<file path="src/nvm_ctrl_pkg.sv">
package nvm_ctrl_pkg;

   // Register byte offsets on the AXI4-Lite slave
   localparam logic [4:0] OFS_CONTROL   = 5'h00;
   localparam logic [4:0] OFS_UNLOCK    = 5'h04;
   localparam logic [4:0] OFS_ADDR_LOW  = 5'h08;
   localparam logic [4:0] OFS_ADDR_HIGH = 5'h0C;
   localparam logic [4:0] OFS_DATA_LOW  = 5'h10;
   localparam logic [4:0] OFS_DATA_HIGH = 5'h14;
   localparam logic [4:0] OFS_STATUS    = 5'h18;

   // Control register field positions
   localparam int CTL_READ_START   = 0;
   localparam int CTL_WRITE_START  = 1;
   localparam int CTL_WRITE_ENABLE = 2;
   localparam int CTL_ROW_ERASE    = 3;
   localparam int CTL_LATCH_ONLY   = 4;
   localparam int CTL_CONFIG_SPACE = 6;

   // Status register field positions
   localparam int STS_DONE_FLAG  = 0;
   localparam int STS_IRQ_ENABLE = 1;
   localparam int STS_BUSY       = 2;

   // Unlock keys
   localparam logic [7:0] UNLOCK_KEY_FIRST  = 8'h55;
   localparam logic [7:0] UNLOCK_KEY_SECOND = 8'hAA;

   // Address map windows
   localparam logic [15:0] PFM_BASE = 16'h8000;
   localparam logic [15:0] PFM_LAST = 16'h87FF;
   localparam logic [15:0] UID_BASE = 16'h8000;
   localparam logic [15:0] UID_LAST = 16'h8003;
   localparam logic [15:0] RO_BASE  = 16'h8005;
   localparam logic [15:0] RO_LAST  = 16'h800B;
   localparam logic [15:0] EE_BASE  = 16'hF000;
   localparam logic [15:0] EE_LAST  = 16'hF0FF;

   // Reset value and response codes
   localparam logic [7:0] CONTROL_RESET = 8'h00;
   localparam logic [1:0] RESP_OKAY     = 2'h0;
   localparam logic [1:0] RESP_SLVERR   = 2'h2;

   typedef enum logic [3:0] {
      SEQ_IDLE       = 4'b0001,
      SEQ_READ       = 4'b0010,
      SEQ_FOREGROUND = 4'b0100,
      SEQ_BACKGROUND = 4'b1000
   } seqState_t;

   typedef enum logic [2:0] {
      UL_IDLE = 3'b001,
      UL_KEY1 = 3'b010,
      UL_KEY2 = 3'b100
   } unlockState_t;

   typedef enum logic [2:0] {
      MEM_NONE      = 3'h0,
      MEM_READ      = 3'h1,
      MEM_LATCH     = 3'h2,
      MEM_ROW_WRITE = 3'h3,
      MEM_ROW_ERASE = 3'h4,
      MEM_EE_WRITE  = 3'h5
   } memOp_t;

   typedef enum logic [2:0] {
      CLS_NONE = 3'h0,
      CLS_PFM  = 3'h1,
      CLS_UID  = 3'h2,
      CLS_EE   = 3'h3,
      CLS_RO   = 3'h4
   } addrClass_t;

   typedef struct packed {
      logic        valid;
      memOp_t      op;
      logic        region;
      logic [15:0] addr;
      logic [13:0] data;
   } memCmd_t;

endpackage : nvm_ctrl_pkg

</file>
<file path="src/nvm_unlock_erase_write_ctrl.sv">
// Decided for this implementation: the placing of the registers and the AXI4-Lite interface to the registers.
`timescale 1ns/10ps

module nvm_unlock_erase_write_ctrl #(
   parameter int ADDR_W = 5
) (
   input  wire logic                 core_clk,
   input  wire logic                 reset,
   input  wire logic [ADDR_W-1:0]    s_axi_awaddr,
   input  wire logic                 s_axi_awvalid,
   output logic                      s_axi_awready,
   input  wire logic [31:0]          s_axi_wdata,
   input  wire logic [3:0]           s_axi_wstrb,
   input  wire logic                 s_axi_wvalid,
   output logic                      s_axi_wready,
   output logic [1:0]                s_axi_bresp,
   output logic                      s_axi_bvalid,
   input  wire logic                 s_axi_bready,
   input  wire logic [ADDR_W-1:0]    s_axi_araddr,
   input  wire logic                 s_axi_arvalid,
   output logic                      s_axi_arready,
   output logic [31:0]               s_axi_rdata,
   output logic [1:0]                s_axi_rresp,
   output logic                      s_axi_rvalid,
   input  wire logic                 s_axi_rready,
   output nvm_ctrl_pkg::memCmd_t     memCmd,
   input  wire logic [13:0]          memReadData,
   input  wire logic                 memDone,
   input  wire logic                 codeProtect,
   input  wire logic [10:0]          writeProtLimit,
   output logic                      cpuStall,
   output logic                      doneIrq
);

   typedef struct packed {
      logic                       awHave;
      logic [ADDR_W-1:0]          awAddr;
      logic                       wHave;
      logic [7:0]                 wData;
      logic                       wLane;
      logic                       bValid;
      logic [1:0]                 bResp;
      logic                       rValid;
      logic [31:0]                rData;
      logic [1:0]                 rResp;
      logic [7:0]                 control;
      logic [7:0]                 addrLow;
      logic [7:0]                 addrHigh;
      logic [7:0]                 dataLow;
      logic [5:0]                 dataHigh;
      logic                       doneFlag;
      logic                       irqEnable;
      nvm_ctrl_pkg::unlockState_t unlock;
      nvm_ctrl_pkg::seqState_t    seq;
      nvm_ctrl_pkg::memOp_t       curOp;
      nvm_ctrl_pkg::memCmd_t      cmd;
   } state_t;

   state_t state;
   state_t next_state;

   // Classify a word address against the selected region
   function automatic nvm_ctrl_pkg::addrClass_t classify(input logic        region,
                                                         input logic [15:0] addr);
      nvm_ctrl_pkg::addrClass_t cls;
      // Holes such as 8004h decode as no target
      cls = nvm_ctrl_pkg::CLS_NONE;
      if (!region) begin
         if (addr >= nvm_ctrl_pkg::PFM_BASE && addr <= nvm_ctrl_pkg::PFM_LAST) begin
            cls = nvm_ctrl_pkg::CLS_PFM;
         end
      end else if (addr >= nvm_ctrl_pkg::UID_BASE && addr <= nvm_ctrl_pkg::UID_LAST) begin
         cls = nvm_ctrl_pkg::CLS_UID;
      end else if (addr >= nvm_ctrl_pkg::RO_BASE && addr <= nvm_ctrl_pkg::RO_LAST) begin
         cls = nvm_ctrl_pkg::CLS_RO;
      end else if (addr >= nvm_ctrl_pkg::EE_BASE && addr <= nvm_ctrl_pkg::EE_LAST) begin
         cls = nvm_ctrl_pkg::CLS_EE;
      end
      return cls;
   endfunction : classify

   // Offsets that answer OKAY; anything else gets SLVERR
   function automatic logic mapped(input logic [ADDR_W-1:0] a);
      return a == nvm_ctrl_pkg::OFS_CONTROL   || a == nvm_ctrl_pkg::OFS_UNLOCK
          || a == nvm_ctrl_pkg::OFS_ADDR_LOW  || a == nvm_ctrl_pkg::OFS_ADDR_HIGH
          || a == nvm_ctrl_pkg::OFS_DATA_LOW  || a == nvm_ctrl_pkg::OFS_DATA_HIGH
          || a == nvm_ctrl_pkg::OFS_STATUS;
   endfunction : mapped

   logic [15:0]              curAddr;
   logic                     region;
   nvm_ctrl_pkg::addrClass_t curClass;
   logic                     pfmProtected;
   logic                     doWrite;
   logic                     doRead;
   logic [7:0]               wByte;
   logic                     startReq;
   logic                     busy;
   logic                     keyPeek;

   assign curAddr      = {state.addrHigh, state.addrLow};
   assign region       = state.control[nvm_ctrl_pkg::CTL_CONFIG_SPACE];
   assign curClass     = classify(region, curAddr);
   // Lower part of flash below the limit is protected from self-write
   assign pfmProtected = (curClass == nvm_ctrl_pkg::CLS_PFM) && (curAddr[10:0] < writeProtLimit);
   assign doWrite      = state.awHave && state.wHave && !state.bValid;
   assign doRead       = s_axi_arvalid && !state.rValid;
   assign wByte        = state.wData;
   assign busy         = state.seq != nvm_ctrl_pkg::SEQ_IDLE;
   assign startReq     = doWrite && state.wLane && state.awAddr == nvm_ctrl_pkg::OFS_CONTROL
                         && wByte[nvm_ctrl_pkg::CTL_WRITE_START];
   // Key read racing a key write still breaks unlock
   assign keyPeek      = doRead && s_axi_araddr == nvm_ctrl_pkg::OFS_UNLOCK;

   // Next-state logic: bus slave, unlock checker and operation sequencer
   always_comb begin
      next_state           = state;
      next_state.cmd.valid = 1'b0;

      // Address and data channels are taken independently, in either order
      if (s_axi_awvalid && !state.awHave) begin
         next_state.awHave = 1'b1;
         next_state.awAddr = s_axi_awaddr;
      end
      if (s_axi_wvalid && !state.wHave) begin
         next_state.wHave = 1'b1;
         next_state.wData = s_axi_wdata[7:0];
         next_state.wLane = s_axi_wstrb[0];
      end
      // Responses stand until taken
      if (state.bValid && s_axi_bready) begin
         next_state.bValid = 1'b0;
      end
      if (state.rValid && s_axi_rready) begin
         next_state.rValid = 1'b0;
      end

      // Completion of a running operation
      if (state.seq == nvm_ctrl_pkg::SEQ_READ) begin
         // Sampled in the stall cycle; no memDone
         next_state.dataLow  = memReadData[7:0];
         next_state.dataHigh = memReadData[13:8];
         next_state.control[nvm_ctrl_pkg::CTL_READ_START] = 1'b0;
         next_state.seq = nvm_ctrl_pkg::SEQ_IDLE;
      end else if (busy && memDone) begin
         next_state.control[nvm_ctrl_pkg::CTL_WRITE_START] = 1'b0;
         next_state.seq = nvm_ctrl_pkg::SEQ_IDLE;
      end

      // Register read; a key register read breaks the unlock sequence
      if (doRead) begin
         next_state.rValid = 1'b1;
         next_state.rResp  = mapped(s_axi_araddr) ? nvm_ctrl_pkg::RESP_OKAY
                                                  : nvm_ctrl_pkg::RESP_SLVERR;
         next_state.rData  = 32'h0000_0000;
         case (s_axi_araddr)
            nvm_ctrl_pkg::OFS_CONTROL:   next_state.rData[7:0] = state.control;
            nvm_ctrl_pkg::OFS_UNLOCK:    next_state.unlock = nvm_ctrl_pkg::UL_IDLE;
            nvm_ctrl_pkg::OFS_ADDR_LOW:  next_state.rData[7:0] = state.addrLow;
            nvm_ctrl_pkg::OFS_ADDR_HIGH: next_state.rData[7:0] = state.addrHigh;
            nvm_ctrl_pkg::OFS_DATA_LOW:  next_state.rData[7:0] = state.dataLow;
            nvm_ctrl_pkg::OFS_DATA_HIGH: next_state.rData[5:0] = state.dataHigh;
            nvm_ctrl_pkg::OFS_STATUS: begin
               next_state.rData[nvm_ctrl_pkg::STS_DONE_FLAG]  = state.doneFlag;
               next_state.rData[nvm_ctrl_pkg::STS_IRQ_ENABLE] = state.irqEnable;
               next_state.rData[nvm_ctrl_pkg::STS_BUSY]       = busy;
            end
            default: next_state.rData = 32'h0000_0000;
         endcase
      end

      // Register write, once both halves have arrived
      if (doWrite) begin
         next_state.awHave = 1'b0;
         next_state.wHave  = 1'b0;
         next_state.bValid = 1'b1;
         next_state.bResp  = mapped(state.awAddr) ? nvm_ctrl_pkg::RESP_OKAY
                                                  : nvm_ctrl_pkg::RESP_SLVERR;
         // Any write that is not the expected next step drops the unlock
         next_state.unlock = nvm_ctrl_pkg::UL_IDLE;
         // Lane 0 off: answered, nothing stored
         if (state.wLane) begin
            case (state.awAddr)
               nvm_ctrl_pkg::OFS_UNLOCK: begin
                  if (state.unlock == nvm_ctrl_pkg::UL_IDLE
                      && wByte == nvm_ctrl_pkg::UNLOCK_KEY_FIRST) begin
                     next_state.unlock = nvm_ctrl_pkg::UL_KEY1;
                  end else if (state.unlock == nvm_ctrl_pkg::UL_KEY1
                               && wByte == nvm_ctrl_pkg::UNLOCK_KEY_SECOND) begin
                     next_state.unlock = nvm_ctrl_pkg::UL_KEY2;
                  end
               end
               nvm_ctrl_pkg::OFS_CONTROL: begin
                  // Mode bits may be changed any time; start bits are hardware owned
                  next_state.control[nvm_ctrl_pkg::CTL_WRITE_ENABLE] =
                     wByte[nvm_ctrl_pkg::CTL_WRITE_ENABLE];
                  next_state.control[nvm_ctrl_pkg::CTL_ROW_ERASE] =
                     wByte[nvm_ctrl_pkg::CTL_ROW_ERASE];
                  next_state.control[nvm_ctrl_pkg::CTL_LATCH_ONLY] =
                     wByte[nvm_ctrl_pkg::CTL_LATCH_ONLY];
                  next_state.control[nvm_ctrl_pkg::CTL_CONFIG_SPACE] =
                     wByte[nvm_ctrl_pkg::CTL_CONFIG_SPACE];
               end
               nvm_ctrl_pkg::OFS_ADDR_LOW:  next_state.addrLow  = wByte;
               nvm_ctrl_pkg::OFS_ADDR_HIGH: next_state.addrHigh = wByte;
               nvm_ctrl_pkg::OFS_DATA_LOW:  next_state.dataLow  = wByte;
               nvm_ctrl_pkg::OFS_DATA_HIGH: next_state.dataHigh = wByte[5:0];
               nvm_ctrl_pkg::OFS_STATUS: begin
                  // Write-one clear; a same-cycle set wins
                  next_state.irqEnable = wByte[nvm_ctrl_pkg::STS_IRQ_ENABLE];
                  if (wByte[nvm_ctrl_pkg::STS_DONE_FLAG]) begin
                     next_state.doneFlag = 1'b0;
                  end
               end
               default: next_state.unlock = nvm_ctrl_pkg::UL_IDLE;
            endcase
         end
      end

      // Read start: refused under code protection or while busy
      if (doWrite && state.wLane && state.awAddr == nvm_ctrl_pkg::OFS_CONTROL
          && wByte[nvm_ctrl_pkg::CTL_READ_START] && !busy && !startReq) begin
         if (!codeProtect && curClass != nvm_ctrl_pkg::CLS_NONE) begin
            // Visible only in its one stall cycle
            next_state.control[nvm_ctrl_pkg::CTL_READ_START] = 1'b1;
            next_state.seq        = nvm_ctrl_pkg::SEQ_READ;
            next_state.cmd.valid  = 1'b1;
            next_state.cmd.op     = nvm_ctrl_pkg::MEM_READ;
            next_state.cmd.region = region;
            next_state.cmd.addr   = curAddr;
            next_state.cmd.data   = 14'h0000;
         end
      end

      // Write start: only straight after both keys, with writes enabled
      if (startReq && state.unlock == nvm_ctrl_pkg::UL_KEY2 && !busy
          && wByte[nvm_ctrl_pkg::CTL_WRITE_ENABLE] && !codeProtect) begin
         // Pointer and data go out with every command
         next_state.cmd.region = region;
         next_state.cmd.addr   = curAddr;
         next_state.cmd.data   = {state.dataHigh, state.dataLow};
         if (curClass == nvm_ctrl_pkg::CLS_EE) begin
            // Word write carries its own erase, row erase bit not consulted
            next_state.cmd.valid = 1'b1;
            next_state.cmd.op    = nvm_ctrl_pkg::MEM_EE_WRITE;
            next_state.seq       = nvm_ctrl_pkg::SEQ_BACKGROUND;
         end else if (curClass == nvm_ctrl_pkg::CLS_PFM || curClass == nvm_ctrl_pkg::CLS_UID) begin
            if (wByte[nvm_ctrl_pkg::CTL_ROW_ERASE]) begin
               // Erase touches neither latches nor write enable
               next_state.cmd.valid = !pfmProtected;
               next_state.cmd.op    = nvm_ctrl_pkg::MEM_ROW_ERASE;
            end else if (wByte[nvm_ctrl_pkg::CTL_LATCH_ONLY]) begin
               next_state.cmd.valid = 1'b1;
               next_state.cmd.op    = nvm_ctrl_pkg::MEM_LATCH;
            end else begin
               // Plain program, no erase issued ahead of it
               next_state.cmd.valid = !pfmProtected;
               next_state.cmd.op    = nvm_ctrl_pkg::MEM_ROW_WRITE;
            end
            // Only an issued command stalls
            if (next_state.cmd.valid) begin
               next_state.seq = nvm_ctrl_pkg::SEQ_FOREGROUND;
            end
         end
         // Op kept so completion knows to flag
         if (next_state.cmd.valid) begin
            next_state.curOp = next_state.cmd.op;
            next_state.control[nvm_ctrl_pkg::CTL_WRITE_START] = 1'b1;
         end else begin
            next_state.control[nvm_ctrl_pkg::CTL_WRITE_START] = 1'b0;
         end
      end

      // Done flag set after the clear so a completing event always wins
      if (busy && state.seq != nvm_ctrl_pkg::SEQ_READ && memDone
          && state.curOp != nvm_ctrl_pkg::MEM_LATCH) begin
         next_state.doneFlag = 1'b1;
      end

      // Start bit stays set by hardware; a clear by software is ignored
      if (busy && state.seq != nvm_ctrl_pkg::SEQ_READ && !memDone) begin
         next_state.control[nvm_ctrl_pkg::CTL_WRITE_START] = 1'b1;
      end

      // Key register read overrides any step
      if (keyPeek) begin
         next_state.unlock = nvm_ctrl_pkg::UL_IDLE;
      end
   end

   // Single state register
   always_ff @(posedge core_clk or posedge reset) begin
      if (reset) begin
         // One-hot enums get legal codes, not all zeros
         state         <= '0;
         state.control <= nvm_ctrl_pkg::CONTROL_RESET;
         state.unlock  <= nvm_ctrl_pkg::UL_IDLE;
         state.seq     <= nvm_ctrl_pkg::SEQ_IDLE;
         state.curOp   <= nvm_ctrl_pkg::MEM_NONE;
      end else begin
         state <= next_state;
      end
   end

   // Bus handshakes, data and responses all come from flops, none from inputs
   assign s_axi_awready = !state.awHave;
   assign s_axi_wready  = !state.wHave;
   assign s_axi_bvalid  = state.bValid;
   assign s_axi_bresp   = state.bResp;
   assign s_axi_arready = !state.rValid;
   assign s_axi_rvalid  = state.rValid;
   assign s_axi_rdata   = state.rData;
   assign s_axi_rresp   = state.rResp;
   assign memCmd        = state.cmd;

   // Stall covers reads and foreground ops; the cycle after release runs normally
   assign cpuStall = state.seq == nvm_ctrl_pkg::SEQ_READ
                  || state.seq == nvm_ctrl_pkg::SEQ_FOREGROUND;
   assign doneIrq  = state.doneFlag && state.irqEnable;

endmodule : nvm_unlock_erase_write_ctrl

</file>
<file path="config.mk">
export PLATFORM = sky130hd
export DESIGN_NAME = nvm_unlock_erase_write_ctrl
export DESIGN_NICKNAME = d
export VERILOG_FILES = /design/src/nvm_ctrl_pkg.sv /design/src/nvm_unlock_erase_write_ctrl.sv
export SDC_FILE = /design/constraint.sdc
export NUM_CORES = 1
export LEC_CHECK = 0
export ABC_AREA = 0
export BUFFER_PORTS_ARGS = -buffer_cell sky130_fd_sc_hd__buf_2
export CAP_MARGIN = 20
export CORE_MARGIN = 3
export CORE_UTILIZATION = 40
export CTS_BUF_LIST = sky130_fd_sc_hd__clkbuf_8
export CTS_CLUSTER_SIZE = 16
export DETAILED_ROUTE_END_ITERATION = 12
export SLEW_MARGIN = 40
export SYNTH_ARGS = -nofsm -noshare
export SYNTH_HDL_FRONTEND = slang
export SYNTH_SLANG_ARGS = --single-unit
</file>
<file path="constraint.sdc">
create_clock -name core_clk -period 4.2 [get_ports core_clk]
set_input_delay 0.42 -clock core_clk [delete_from_list [all_inputs] [get_ports core_clk]]
set_output_delay 0.42 -clock core_clk [all_outputs]
set_load 0.02 [all_outputs]
</file>
==> results of run 1 <==
==> routing by layer <==
metal / global-route usage, % / vias up / share of wire (%)
met2: 27.4 / 134 / 47
met3: 5.08 / 13 / 7.0
li1: - / 1981 / -
met4: 3.06 / 0 / 1.2
met5: 0 / - / 0
met1: 23.6 / 1976 / 45
==> kinds of logic after synthesis <==
| kind of cell | count (synthesis) | share of synthesized area, % |
|---|---|---|
| muxes | 76 | 14.7 |
| and+or+nand+nor | 149 | 12.9 |
| DFF | 111 | 46.8 |
| AOI/OAI and AO/OA | 99 | 10.6 |
| adders and majority gates | 10 | 2.11 |
| xor gates and xnor gates | 2 | 0.295 |
| other | 1 | 0.0632 |
| buffers and inverters | 121 | 12.5 |
==> flip-flops by register name, indices dropped and copies added, names as in the netlist <==
name and count:
curAddr 16, memCmd 35, region 1, s_axi_bresp 1, s_axi_bvalid 1, s_axi_rdata 8, s_axi_rresp 1, s_axi_rvalid 1
state 39, wByte 8
==> area by class of cell <==
class / instances / area (um^2) / share of cell area [%]
inverters: 25 / 98.8 / 1.55
clock buffers: 11 / 151 / 2.37
flip-flops and latches: 111 / 2780 / 43.5
multi-input cells: 362 / 2530 / 39.5
repair buffers: 111 / 573 / 8.97
well taps: 180 / 225 / 3.53
clock inverters: 5 / 32.5 / 0.509
==> synthesized netlist by cell type, types with 3 or more instances <==
cell	instances	area, um^2
sky130_fd_sc_hd__ha_1	10	125
sky130_fd_sc_hd__nand2b_1	6	37.5
sky130_fd_sc_hd__o31ai_1	4	30.0
sky130_fd_sc_hd__dfrtp_1	109	2730
sky130_fd_sc_hd__nand3_1	10	50.1
sky130_fd_sc_hd__inv_1	25	93.8
sky130_fd_sc_hd__a211oi_1	3	22.5
sky130_fd_sc_hd__nor2b_1	8	50.1
sky130_fd_sc_hd__mux2_2	34	383
sky130_fd_sc_hd__mux2i_1	24	240
sky130_fd_sc_hd__nand3b_1	3	22.5
sky130_fd_sc_hd__a22o_1	5	43.8
sky130_fd_sc_hd__a21oi_1	9	45.0
sky130_fd_sc_hd__clkbuf_1	16	60.1
sky130_fd_sc_hd__buf_1	4	15.0
sky130_fd_sc_hd__a21o_1	3	22.5
sky130_fd_sc_hd__mux2_4	9	135
sky130_fd_sc_hd__mux2_1	8	90.1
sky130_fd_sc_hd__buf_4	72	541
sky130_fd_sc_hd__nor2_1	25	93.8
sky130_fd_sc_hd__o21ai_0	48	240
sky130_fd_sc_hd__o21ai_1	3	15.0
sky130_fd_sc_hd__a31oi_1	5	31.3
sky130_fd_sc_hd__nor3_1	7	35.0
sky130_fd_sc_hd__nand2_1	66	248
sky130_fd_sc_hd__nor4b_1	3	26.3
==> worst paths after layout <==
kind / endpoint / slack [ns] / cells after the start
worst max-delay path: state[37] / 1.49 / 6
worst min-delay path: state[138] / 0.15 / 2
worst max register to register: state[37] / 1.49 / 6
worst min register to register: s_axi_rdata[4] / 0.49 / 2
max in group asynchronous: s_axi_rdata[1] / 3.32 / 3
min in group core_clk: s_axi_bvalid / 0.20 / 2
==> power groups by stage <==
stage / clock network, mW / registers [mW] / logic (mW)
finish: 0.599 / 1.63 / 0.715
global route: 0.669 / 1.66 / 0.802
floorplan: 0 / 1.47 / 0.633
CTS: 0.625 / 1.63 / 0.722
detailed placement: 0 / 1.65 / 0.719
global placement: 0 / 1.64 / 0.696
==> stage by stage <==
stage,instances,hold slack [ns],cell area (um^2),worst slack [ns]
2_1_floorplan,594,0.449,6030,0.853
3_3_place_gp,789,0.458,6190,1.57
3_5_place_dp,789,0.472,6200,1.49
4_1_cts,805,0.153,6390,1.47
5_1_grt,805,0.185,6390,1.31
6_report,805,0.147,6390,1.49
==> impl_table.tex, run 1 <==
\begin{tabular}{lr}
\hline
Metric & Value \\
\hline
\multicolumn{2}{l}{\textbf{Synthesis}} \\
\quad Leading register cell type out of synthesis & sky130\_fd\_sc\_hd\_\_dfrtp\_1 \\
\quad Post-synthesis async set-or-reset flop share & 100\% \\
\quad Sequential element share of the synthesized area & 46.8\% \\
\quad Synthesized instance count & 569 \\
\quad Area of the mapped netlist & 0.00593 mm\^{}2 \\
\quad Post-synthesis sequential element count & 111 \\
\quad Synthesis warning total & 0 \\
\quad Number of synthesized flops with an enable pin & 0 \\
\quad Mean Syn Cell Area & 10.4 um\^{}2 \\
\quad Cell variety after synth & 60 \\
\multicolumn{2}{l}{\textbf{Routing}} \\
\quad Overall via count from detail\_route & 4104 \\
\quad DRT Pass-1 Iters & 4 \\
\quad Total wire length after detailed routing & 13900 um \\
\quad Remaining DRCs & 0 \\
\quad DR vias/cell & 5.10 \\
\quad First DRT Iteration DRCs & 231 \\
\quad Average detailed-routed wire length per instance & 17.3 um \\
\quad ANT nets after route & 0 \\
\multicolumn{2}{l}{\textbf{Clock network}} \\
\quad Clock root buffer & sky130\_fd\_sc\_hd\_\_clkbuf\_8 \\
\quad Clock-pin slew on the worst setup and hold paths & 0.10 ns \\
\quad Buffers inserted by post-CTS timing repair & 0 \\
\quad Cts hold-fix bufs & 0 \\
\quad Clock buffers created by TritonCTS & 9 \\
\quad Number of sinks on the clock net & 111 \\
\quad Resized cells post-CTS & 0 \\
\quad H-tree Lvls & 3 \\
\quad Bufs on Longest Clock Path & 2 \\
\quad Clock tree from TritonCTS & yes \\
\quad Insertion delay to the later sink of the worst-skew pair & 0.38 ns \\
\multicolumn{2}{l}{\textbf{GRT}} \\
\quad Tot GR Track Use & 17.2\% \\
\quad Vias in the first global route & 4138 \\
\quad Number of antenna violations at the first check in global routing & 0 \\
\quad Largest net degree at the start of global routing & 75 \\
\quad Wire length of the first global-routing pass & 22100 um \\
\quad Global route overflow & 0 \\
\multicolumn{2}{l}{\textbf{Timing}} \\
\quad Final setup violation count & 0 \\
\quad Min cycle time layout & 2.72 ns \\
\quad Actual transition at the worst max-transition pin & 0.768 ns \\
\quad Max Freq & 368 MHz \\
\quad Final TNS setup & 0 ns \\
\quad Count of final max-slew check failures & 0 \\
\quad Final Hold Fails & 0 \\
\quad Unrepaired setup endpoints after global routing & no \\
\quad Final period util & 64.6\% \\
\quad Post-route clock skew & 0.0105 ns \\
\quad Slew HR & 48.6\% \\
\multicolumn{2}{l}{\textbf{Pwr}} \\
\quad Power density relative to cell area & 461 mW/mm\^{}2 \\
\quad Net Sw Frac & 36.6\% \\
\quad Gate power share & 24.3\% \\
\quad Internal power component & 1.87 mW \\
\quad Total net switching power & 1.08 mW \\
\quad Total Power Consumption & 2.94 mW \\
\quad Fraction of power consumed by sequential logic & 55.4\% \\
\quad Clock share of power & 20.4\% \\
\quad Reported leakage power & 3.09 nW \\
\quad Highest ir drop seen on vdd & 0.345 mV \\
\multicolumn{2}{l}{\textbf{Die}} \\
\quad Number of ports placed on the die boundary & 158 \\
\quad Area of the die & 0.0163 mm\^{}2 \\
\quad Std-Cell Rows & 43 \\
\quad Die height & 128 um \\
\quad Core area & 0.0142 mm\^{}2 \\
\quad Die width & 128 um \\
\quad Starting Density & 41.8\% \\
\multicolumn{2}{l}{\textbf{Hold path}} \\
\quad Type of the tightest min-delay check & in -> async \\
\multicolumn{2}{l}{\textbf{Final layout}} \\
\quad Diode count & 0 \\
\quad Layout-stage area growth over the synthesis result & 7.63\% \\
\quad FILL cells & 1364 \\
\quad Most frequent cells in the layout & 109 x sky130\_fd\_sc\_hd\_\_dfrtp\_1, 104 x sky130\_fd\_sc\_hd\_\_buf\_2, 66 x sky130\_fd\_sc\_hd\_\_nand2\_1, 48 x sky130\_fd\_sc\_hd\_\_o21ai\_0, 34 x sky130\_fd\_sc\_hd\_\_mux2\_2 \\
\quad Fraction of layout instances using a drive strength above 1 & 29.4\% \\
\quad Commonest non-fill, non-tap cell in the layout & sky130\_fd\_sc\_hd\_\_dfrtp\_1 \\
\quad Final Util & 45.0\% \\
\quad Layout Nets & 710 \\
\multicolumn{2}{l}{\textbf{Setup path}} \\
\quad Critical path origin & s\_axi\_bvalid \\
\quad Buf/Inv on CP & 1 \\
\quad Arrival @ worst endpoint & 2.99 ns \\
\quad Critical setup path kind & reg -> reg \\
\quad Top cell family by delay on the critical path & simple AND/OR/NAND/NOR gates \\
\quad Max incr delay on CP & 0.49 ns \\
\quad Launch instance of the worst register-to-register path & s\_axi\_bvalid \\
\quad Crit start category & register \\
\quad WP data required & 4.47 ns \\
\quad Element type at the critical path end & register \\
\quad Library cell contributing the largest single delay on the critical path & sky130\_fd\_sc\_hd\_\_nor4\_2 \\
\quad CP cell instances & and3b\_1, nand4b\_2, nor4\_2, buf\_4, o21ai\_1, mux2\_2 \\
\quad Largest driver fanout on the critical path & 36 \\
\multicolumn{2}{l}{\textbf{Run status}} \\
\quad Run status & finished clean \\
\multicolumn{2}{l}{\textbf{Placed design}} \\
\quad Total of buffers placed on input and output ports & 104 \\
\quad HPWL after detailed placement & 10300 um \\
\quad Final weighted congestion in routability-driven placement & 0.845 \\
\multicolumn{2}{l}{\textbf{Run}} \\
\quad Max Cap Violations & 0 \\
\hline
\end{tabular}
No activity file was read; power rests on OpenSTA's default activity.
==> run 2: changes to the inputs <==
ABC_AREA = 1   (was 0)
PLACE_DENSITY = 0.66   (was default)
clock period = 2.4 ns   (was 4.2 ns; I/O delays follow)
==> impl_table.tex, run 2 <==
\begin{tabular}{lr}
\hline
Metric & Value \\
\hline
\multicolumn{2}{l}{\textbf{Synthesis}} \\
\quad Post-synthesis async set-or-reset flop share & 100\% \\
\quad Post-synthesis sequential element count & 111 \\
\quad Number of synthesized flops with an enable pin & 0 \\
\quad Synthesis warning total & 0 \\
\quad Yosys top cell area share & 45.9\% \\
\quad Most instantiated library cell after synthesis & sky130\_fd\_sc\_hd\_\_nand2\_1 \\
\quad Sequential element share of the synthesized area & 46.7\% \\
\quad Area of the mapped netlist & 0.00595 mm\^{}2 \\
\quad Leading register cell type out of synthesis & sky130\_fd\_sc\_hd\_\_dfrtp\_1 \\
\quad Synthesized instance count & 722 \\
\quad Cell variety after synth & 41 \\
\quad Top cells by instance count after synthesis & 164 x sky130\_fd\_sc\_hd\_\_nand2\_1, 109 x sky130\_fd\_sc\_hd\_\_dfrtp\_1, 77 x sky130\_fd\_sc\_hd\_\_inv\_1 \\
\quad Top post-synthesis cells by area & sky130\_fd\_sc\_hd\_\_dfrtp\_1 46\%, sky130\_fd\_sc\_hd\_\_nand2\_1 10\%, sky130\_fd\_sc\_hd\_\_buf\_4 9.0\% \\
\quad Mean Syn Cell Area & 8.24 um\^{}2 \\
\quad Library cell occupying the most area in the post-synthesis netlist & sky130\_fd\_sc\_hd\_\_dfrtp\_1 \\
\multicolumn{2}{l}{\textbf{Setup path}} \\
\quad Register-to-register setup slack & 0.26 ns \\
\quad Reg2Reg Capture Point & memCmd[21] \\
\quad Element type at the critical path end & register \\
\quad R2R cell count & 11 \\
\quad Critical setup path kind & reg -> reg \\
\quad Largest driver fanout on the critical path & 48 \\
\quad Crit start category & register \\
\quad Launch instance of the worst register-to-register path & state[133] \\
\quad Arrival @ worst endpoint & 2.42 ns \\
\quad WP data required & 2.68 ns \\
\multicolumn{2}{l}{\textbf{Clock network}} \\
\quad Bufs on Longest Clock Path & 2 \\
\quad Insertion delay to the later sink of the worst-skew pair & 0.39 ns \\
\quad Resized cells post-CTS & 0 \\
\quad Number of sinks on the clock net & 111 \\
\quad Clock root buffer & sky130\_fd\_sc\_hd\_\_clkbuf\_8 \\
\quad Clock tree from TritonCTS & yes \\
\quad Clock-pin slew on the worst setup and hold paths & 0.11 ns \\
\quad Clock buffers created by TritonCTS & 9 \\
\quad H-tree Lvls & 3 \\
\multicolumn{2}{l}{\textbf{Die}} \\
\quad Die width & 128 um \\
\quad Std-Cell Rows & 43 \\
\quad Core area & 0.0142 mm\^{}2 \\
\quad Die height & 128 um \\
\quad Starting Density & 41.9\% \\
\quad Area of the die & 0.0164 mm\^{}2 \\
\quad Number of ports placed on the die boundary & 158 \\
\multicolumn{2}{l}{\textbf{GRT}} \\
\quad Vias in the first global route & 4560 \\
\quad Global route overflow & 0 \\
\quad Number of antenna violations at the first check in global routing & 0 \\
\quad Wire length of the first global-routing pass & 24100 um \\
\quad Tot GR Track Use & 18.8\% \\
\quad Largest net degree at the start of global routing & 112 \\
\multicolumn{2}{l}{\textbf{Pwr}} \\
\quad Highest ir drop seen on vdd & 0.560 mV \\
\quad Power density relative to cell area & 858 mW/mm\^{}2 \\
\quad Reported leakage power & 3.47 nW \\
\multicolumn{2}{l}{\textbf{Placed design}} \\
\quad HPWL after detailed placement & 11400 um \\
\quad Total of buffers placed on input and output ports & 104 \\
\quad Worst setup timing slack at the placement stage & 0.322 ns \\
\quad Final weighted congestion in routability-driven placement & 0.954 \\
\multicolumn{2}{l}{\textbf{Final layout}} \\
\quad Layout-stage area growth over the synthesis result & 8.60\% \\
\quad Layout Nets & 874 \\
\quad FILL cells & 1475 \\
\quad Largest register by flop count & state \\
\quad Most frequent cells in the layout & 164 x sky130\_fd\_sc\_hd\_\_nand2\_1, 109 x sky130\_fd\_sc\_hd\_\_dfrtp\_1, 104 x sky130\_fd\_sc\_hd\_\_buf\_2, 77 x sky130\_fd\_sc\_hd\_\_inv\_1, 56 x sky130\_fd\_sc\_hd\_\_nor2\_1 \\
\quad Number of flip-flops under the largest register name & 39 \\
\quad Area of combinational cells with multiple inputs & 0.00232 mm\^{}2 \\
\quad Fraction of layout instances using a drive strength above 1 & 20.7\% \\
\quad Commonest non-fill, non-tap cell in the layout & sky130\_fd\_sc\_hd\_\_nand2\_1 \\
\quad FF+latch area & 0.00278 mm\^{}2 \\
\quad Diode count & 0 \\
\multicolumn{2}{l}{\textbf{Timing}} \\
\quad Post-route clock skew & 0.0123 ns \\
\quad Min cycle time layout & 2.14 ns \\
\quad Count of final max-slew check failures & 0 \\
\quad Unrepaired setup endpoints after global routing & no \\
\quad Final TNS setup & 0 ns \\
\quad Final period util & 89.3\% \\
\quad Max Freq & 466 MHz \\
\quad Actual transition at the worst max-transition pin & 0.650 ns \\
\quad Slew HR & 56.3\% \\
\quad Final setup violation count & 0 \\
\quad Hold slack final & -0.0159 ns \\
\quad Final Hold Fails & 4 \\
\quad Final worst-path setup slack & 0.256 ns \\
\multicolumn{2}{l}{\textbf{Hold path}} \\
\quad Type of the tightest min-delay check & in -> async \\
\multicolumn{2}{l}{\textbf{Routing}} \\
\quad DR vias/cell & 4.98 \\
\quad First DRT Iteration DRCs & 373 \\
\quad Total wire length after detailed routing & 15100 um \\
\quad DRT Pass-1 Iters & 6 \\
\quad Overall via count from detail\_route & 4821 \\
\quad Average detailed-routed wire length per instance & 15.6 um \\
\quad Remaining DRCs & 0 \\
\quad ANT nets after route & 0 \\
\multicolumn{2}{l}{\textbf{Run status}} \\
\quad Run status & finished with violations \\
\quad Failing checks & hold timing \\
\multicolumn{2}{l}{\textbf{Run}} \\
\quad Max Cap Violations & 0 \\
\hline
\end{tabular}
-- run 2: cell types whose count changed in the layout (fill, tap and decap cells not counted), moves of 11 or more --
cell                      previous run  this run
sky130_fd_sc_hd__nand2_1            66       164
sky130_fd_sc_hd__inv_1              24        77
sky130_fd_sc_hd__nor2_1             25        56
sky130_fd_sc_hd__mux2_2             34         4
sky130_fd_sc_hd__mux2i_1            24         0
sky130_fd_sc_hd__nand3_1            10        26
sky130_fd_sc_hd__nand4_1             2        18
sky130_fd_sc_hd__a21oi_1             9        23
sky130_fd_sc_hd__a31oi_1             5        16
-- run 2: worst max-delay path by stage --
stage | start | endpoint | cells past startpoint
floorplan | s_axi_bvalid | curAddr[11] | 7
global placement | state[133] | memCmd[19] | 11
detailed placement | state[133] | memCmd[21] | 11
CTS | state[133] | memCmd[7] | 11
global route | curAddr[15] | state[36] | 14
finish | state[133] | memCmd[21] | 11
-- run 2: repair_timing --
| item | CTS | global route |
|---|---|---|
| endpoints found under the hold margin | 1 | 0 |
| buffers inserted | 0 | 0 |
| hold buffers | 1 | 0 |
-- run 2: logic make-up after synthesis --
| family | share of synthesized area (%) |
|---|---|
| and+or+nand+nor | 21.6 |
| AOI/OAI and AO/OA | 12.8 |
| muxes | 0.757 |
| adders and majority gates | 2.10 |
| DFF | 46.7 |
| other | 0.0630 |
| buffers and inverters | 15.9 |
-- run 2: area by class of cell --
class                   instances  share of cell area [%]
clock buffers                  10                    2.13
clock inverters                 6                   0.697
inverters                      84                    4.94
multi-input cells             463                    35.9
flip-flops and latches        111                    43.0
well taps                     180                    3.49
repair buffers                115                    9.76
-- run 2: where the power goes --
group	internal [mW]	total (mW)	switching, mW
Clock	0.414	1.08	0.663
Sequential	2.28	2.77	0.481
Combinational	0.566	1.70	1.13
-- run 2: worst max-delay path, stage by stage, from the launching register on --
cell and delay, ns:
sky130_fd_sc_hd__dfrtp_1 0.39, sky130_fd_sc_hd__nor2_1 0.15, sky130_fd_sc_hd__inv_1 0.12, sky130_fd_sc_hd__nor3_4 0.18
sky130_fd_sc_hd__nand2_1 0.12, sky130_fd_sc_hd__nor2_4 0.17, sky130_fd_sc_hd__nand3_4 0.22, sky130_fd_sc_hd__inv_2 0.26
sky130_fd_sc_hd__a21oi_4 0.06, sky130_fd_sc_hd__buf_12 0.17, sky130_fd_sc_hd__nand2_1 0.08, sky130_fd_sc_hd__o21ai_0 0.08
-- run 2: stage by stage --
| stage | std cells | cell area [um^2] | util [%] | hold WS [ns] | power [mW] |
|---|---|---|---|---|---|
| after floorplan | 747 | 6050 | - | 0.336 | 3.89 |
| after global placement | 952 | 6270 | 44.1 | 0.422 | 4.45 |
| after detailed placement | 952 | 6270 | 44.1 | 0.427 | 4.49 |
| after CTS | 969 | 6460 | 45.5 | 0.0214 | 5.57 |
| after global routing | 969 | 6460 | 45.5 | 0.0422 | 5.92 |
| final | 969 | 6460 | 45.5 | -0.0159 | 5.54 |
-- run 2: per-layer routing --
metal / GRT usage [%] / routed length (um) / share of wire, %
met1: 27.2 / 7110 / 47
met2: 28.3 / 6600 / 44
met3: 4.67 / 1020 / 6.8
met4: 4.93 / 350 / 2.3
met5: 0 / 0 / 0
==> run 3: changes to the inputs <==
CORE_ASPECT_RATIO = 0.5   (was default)
==> impl_table.tex, run 3 (same netlist as run 2, synthesis figures left out) <==
\begin{tabular}{lr}
\hline
Metric & Value \\
\hline
\multicolumn{2}{l}{\textbf{Die}} \\
\quad Die width & 178 um \\
\quad Number of ports placed on the die boundary & 158 \\
\quad Die height & 92.2 um \\
\quad Std-Cell Rows & 30 \\
\quad Area of the die & 0.0165 mm\^{}2 \\
\quad Starting Density & 42.4\% \\
\quad Core area & 0.0140 mm\^{}2 \\
\multicolumn{2}{l}{\textbf{GRT}} \\
\quad Largest net degree at the start of global routing & 70 \\
\quad Global route hottest layer & met1 \\
\quad M1 GR Usage & 29.5\% \\
\quad Global route overflow & 0 \\
\quad Met2 capacity usage during global routing & 29.0\% \\
\quad Number of antenna violations at the first check in global routing & 0 \\
\quad Tot GR Track Use & 19.4\% \\
\quad Wire length of the first global-routing pass & 25000 um \\
\quad Vias in the first global route & 4735 \\
\quad Met3 usage in global routing & 3.60\% \\
\multicolumn{2}{l}{\textbf{Final layout}} \\
\quad Final cell count without fillers & 983 \\
\quad Largest register by flop count & state \\
\quad Most frequent cells in the layout & 164 x sky130\_fd\_sc\_hd\_\_nand2\_1, 109 x sky130\_fd\_sc\_hd\_\_dfrtp\_1, 104 x sky130\_fd\_sc\_hd\_\_buf\_2, 77 x sky130\_fd\_sc\_hd\_\_inv\_1, 56 x sky130\_fd\_sc\_hd\_\_nor2\_1 \\
\quad Commonest non-fill, non-tap cell in the layout & sky130\_fd\_sc\_hd\_\_nand2\_1 \\
\quad Fraction of layout instances using a drive strength above 1 & 20.9\% \\
\quad Final Util & 46.4\% \\
\quad Final Cell Area & 0.00651 mm\^{}2 \\
\quad Number of flip-flops under the largest register name & 39 \\
\quad FILL cells & 1425 \\
\quad FF+latch area & 0.00278 mm\^{}2 \\
\quad Layout-stage area growth over the synthesis result & 9.40\% \\
\quad Area of combinational cells with multiple inputs & 0.00232 mm\^{}2 \\
\quad Diode count & 0 \\
\quad Layout Nets & 876 \\
\multicolumn{2}{l}{\textbf{Pwr}} \\
\quad Total net switching power & 2.29 mW \\
\quad Net Sw Frac & 40.4\% \\
\quad Fraction of power consumed by sequential logic & 48.8\% \\
\quad Highest ir drop seen on vdd & 0.314 mV \\
\quad Reported leakage power & 3.48 nW \\
\quad Clock share of power & 20.3\% \\
\quad Gate power share & 30.9\% \\
\quad Total Power Consumption & 5.66 mW \\
\quad Internal power component & 3.37 mW \\
\quad Power density relative to cell area & 869 mW/mm\^{}2 \\
\multicolumn{2}{l}{\textbf{Clock network}} \\
\quad Clock-pin slew on the worst setup and hold paths & 0.11 ns \\
\quad Resized cells post-CTS & 0 \\
\quad Clock buffers created by TritonCTS & 9 \\
\quad Clock tree from TritonCTS & yes \\
\quad Insertion delay to the later sink of the worst-skew pair & 0.38 ns \\
\quad Number of sinks on the clock net & 111 \\
\quad Clock root buffer & sky130\_fd\_sc\_hd\_\_clkbuf\_8 \\
\quad Bufs on Longest Clock Path & 2 \\
\quad Buffers inserted by post-CTS timing repair & 0 \\
\quad H-tree Lvls & 3 \\
\multicolumn{2}{l}{\textbf{Setup path}} \\
\quad Library cell contributing the largest single delay on the critical path & sky130\_fd\_sc\_hd\_\_dfstp\_2 \\
\quad Largest driver fanout on the critical path & 19 \\
\quad Arrival @ worst endpoint & 1.94 ns \\
\quad Max incr delay on CP & 0.56 ns \\
\quad WP data required & 2.16 ns \\
\quad Crit start category & register \\
\quad CP cell instances & clkinv\_1, nand3\_1, buf\_4, nand2\_1, buf\_2 \\
\quad Critical setup path kind & reg -> out \\
\quad Element type at the critical path end & output port \\
\multicolumn{2}{l}{\textbf{Placed design}} \\
\quad Total of buffers placed on input and output ports & 104 \\
\quad HPWL after detailed placement & 12100 um \\
\quad Final weighted congestion in routability-driven placement & 0.921 \\
\quad Placed cell count & 966 \\
\quad Cell area reported after detailed placement & 0.00630 mm\^{}2 \\
\multicolumn{2}{l}{\textbf{Timing}} \\
\quad Count of final max-slew check failures & 0 \\
\quad Final TNS setup & 0 ns \\
\quad Slew HR & 52.5\% \\
\quad Unrepaired setup endpoints after global routing & no \\
\quad Max Freq & 459 MHz \\
\quad Final setup violation count & 0 \\
\quad Final Hold Fails & 0 \\
\quad Post-route clock skew & 0.0108 ns \\
\quad Min cycle time layout & 2.18 ns \\
\quad Actual transition at the worst max-transition pin & 0.707 ns \\
\quad Final period util & 90.8\% \\
\multicolumn{2}{l}{\textbf{Routing}} \\
\quad First DRT Iteration DRCs & 427 \\
\quad Total wire length after detailed routing & 15600 um \\
\quad DRT Pass-1 Iters & 5 \\
\quad DR vias/cell & 5.02 \\
\quad Overall via count from detail\_route & 4939 \\
\quad Average detailed-routed wire length per instance & 15.9 um \\
\quad Remaining DRCs & 0 \\
\quad ANT nets after route & 0 \\
\multicolumn{2}{l}{\textbf{Run status}} \\
\quad Run status & finished clean \\
\multicolumn{2}{l}{\textbf{Run}} \\
\quad Max Cap Violations & 0 \\
\multicolumn{2}{l}{\textbf{Hold path}} \\
\quad Type of the tightest min-delay check & in -> reg \\
\hline
\end{tabular}
-- run 3: changes by cell type in the layout (fill, tap and decap cells not counted) --
cell / before / now
sky130_fd_sc_hd__buf_4: 8 / 10
sky130_fd_sc_hd__bufinv_16: 0 / 1
sky130_fd_sc_hd__clkinvlp_4: 2 / 3
sky130_fd_sc_hd__inv_6: 1 / 0
sky130_fd_sc_hd__inv_8: 1 / 0
-- run 3: per-stage QoR --
stage | hold slack (ns) | setup WS, ns
2_1_floorplan | 0.336 | 0.551
3_3_place_gp | 0.267 | 0.319
3_5_place_dp | 0.272 | 0.312
4_1_cts | 0.00972 | 0.221
5_1_grt | 0.0100 | 0.0489
6_report | 0.0183 | 0.221
-- run 3: path summary, 6_finish.rpt --
kind / slack [ns] / cells after the start / to / start
setup / recovery: 0.22 / 5 / cpuStall / state[38]
hold / removal: 0.02 / 2 / s_axi_bvalid / s_axi_bready
setup reg to reg: 0.27 / 11 / memCmd[7] / state[133]
hold reg to reg: 0.48 / 2 / memCmd[6] / memCmd[6]
max in group asynchronous: 1.27 / 4 / state[38] / reset
min in group asynchronous: 0.41 / 3 / state[134] / reset
-- run 3: worst max-delay path: cells and delay by family, from the launching register on --
kind	cells	cell delay, ns
AND/OR/NAND/NOR	2	0.27
buffers and inverters	3	0.73
flip-flops	1	0.56
-- run 3: power groups by stage --
stage	sequential [mW]	clock [mW]	combinational, mW
floorplan	2.62	0	1.26
global placement	2.77	0	1.70
detailed placement	2.78	0	1.75
CTS	2.75	1.17	1.76
global route	2.81	1.25	1.98
finish	2.76	1.15	1.75
-- run 3: metal layers --
metal  wire (um)  up-vias
li1            -     2406
met1        7550     2322
met2        6650      195
met3        1300       16
met4         132        0
met5           0        -
-- run 3: area by class of cell --
type | count | share of cell area, %
clock buffer | 10 | 2.11
clock inverter | 6 | 0.961
inverter | 84 | 4.90
multi-input combinational | 463 | 35.7
sequential | 111 | 42.7
tap | 192 | 3.69
timing repair buffer | 117 | 9.92
-- run 3: what timing repair did --
| action | CTS | global route |
|---|---|---|
| hold buffers | 1 | 0 |
| hold endpoints to repair | 16 | 0 |
| endpoints found under the setup margin | 0 | 0 |
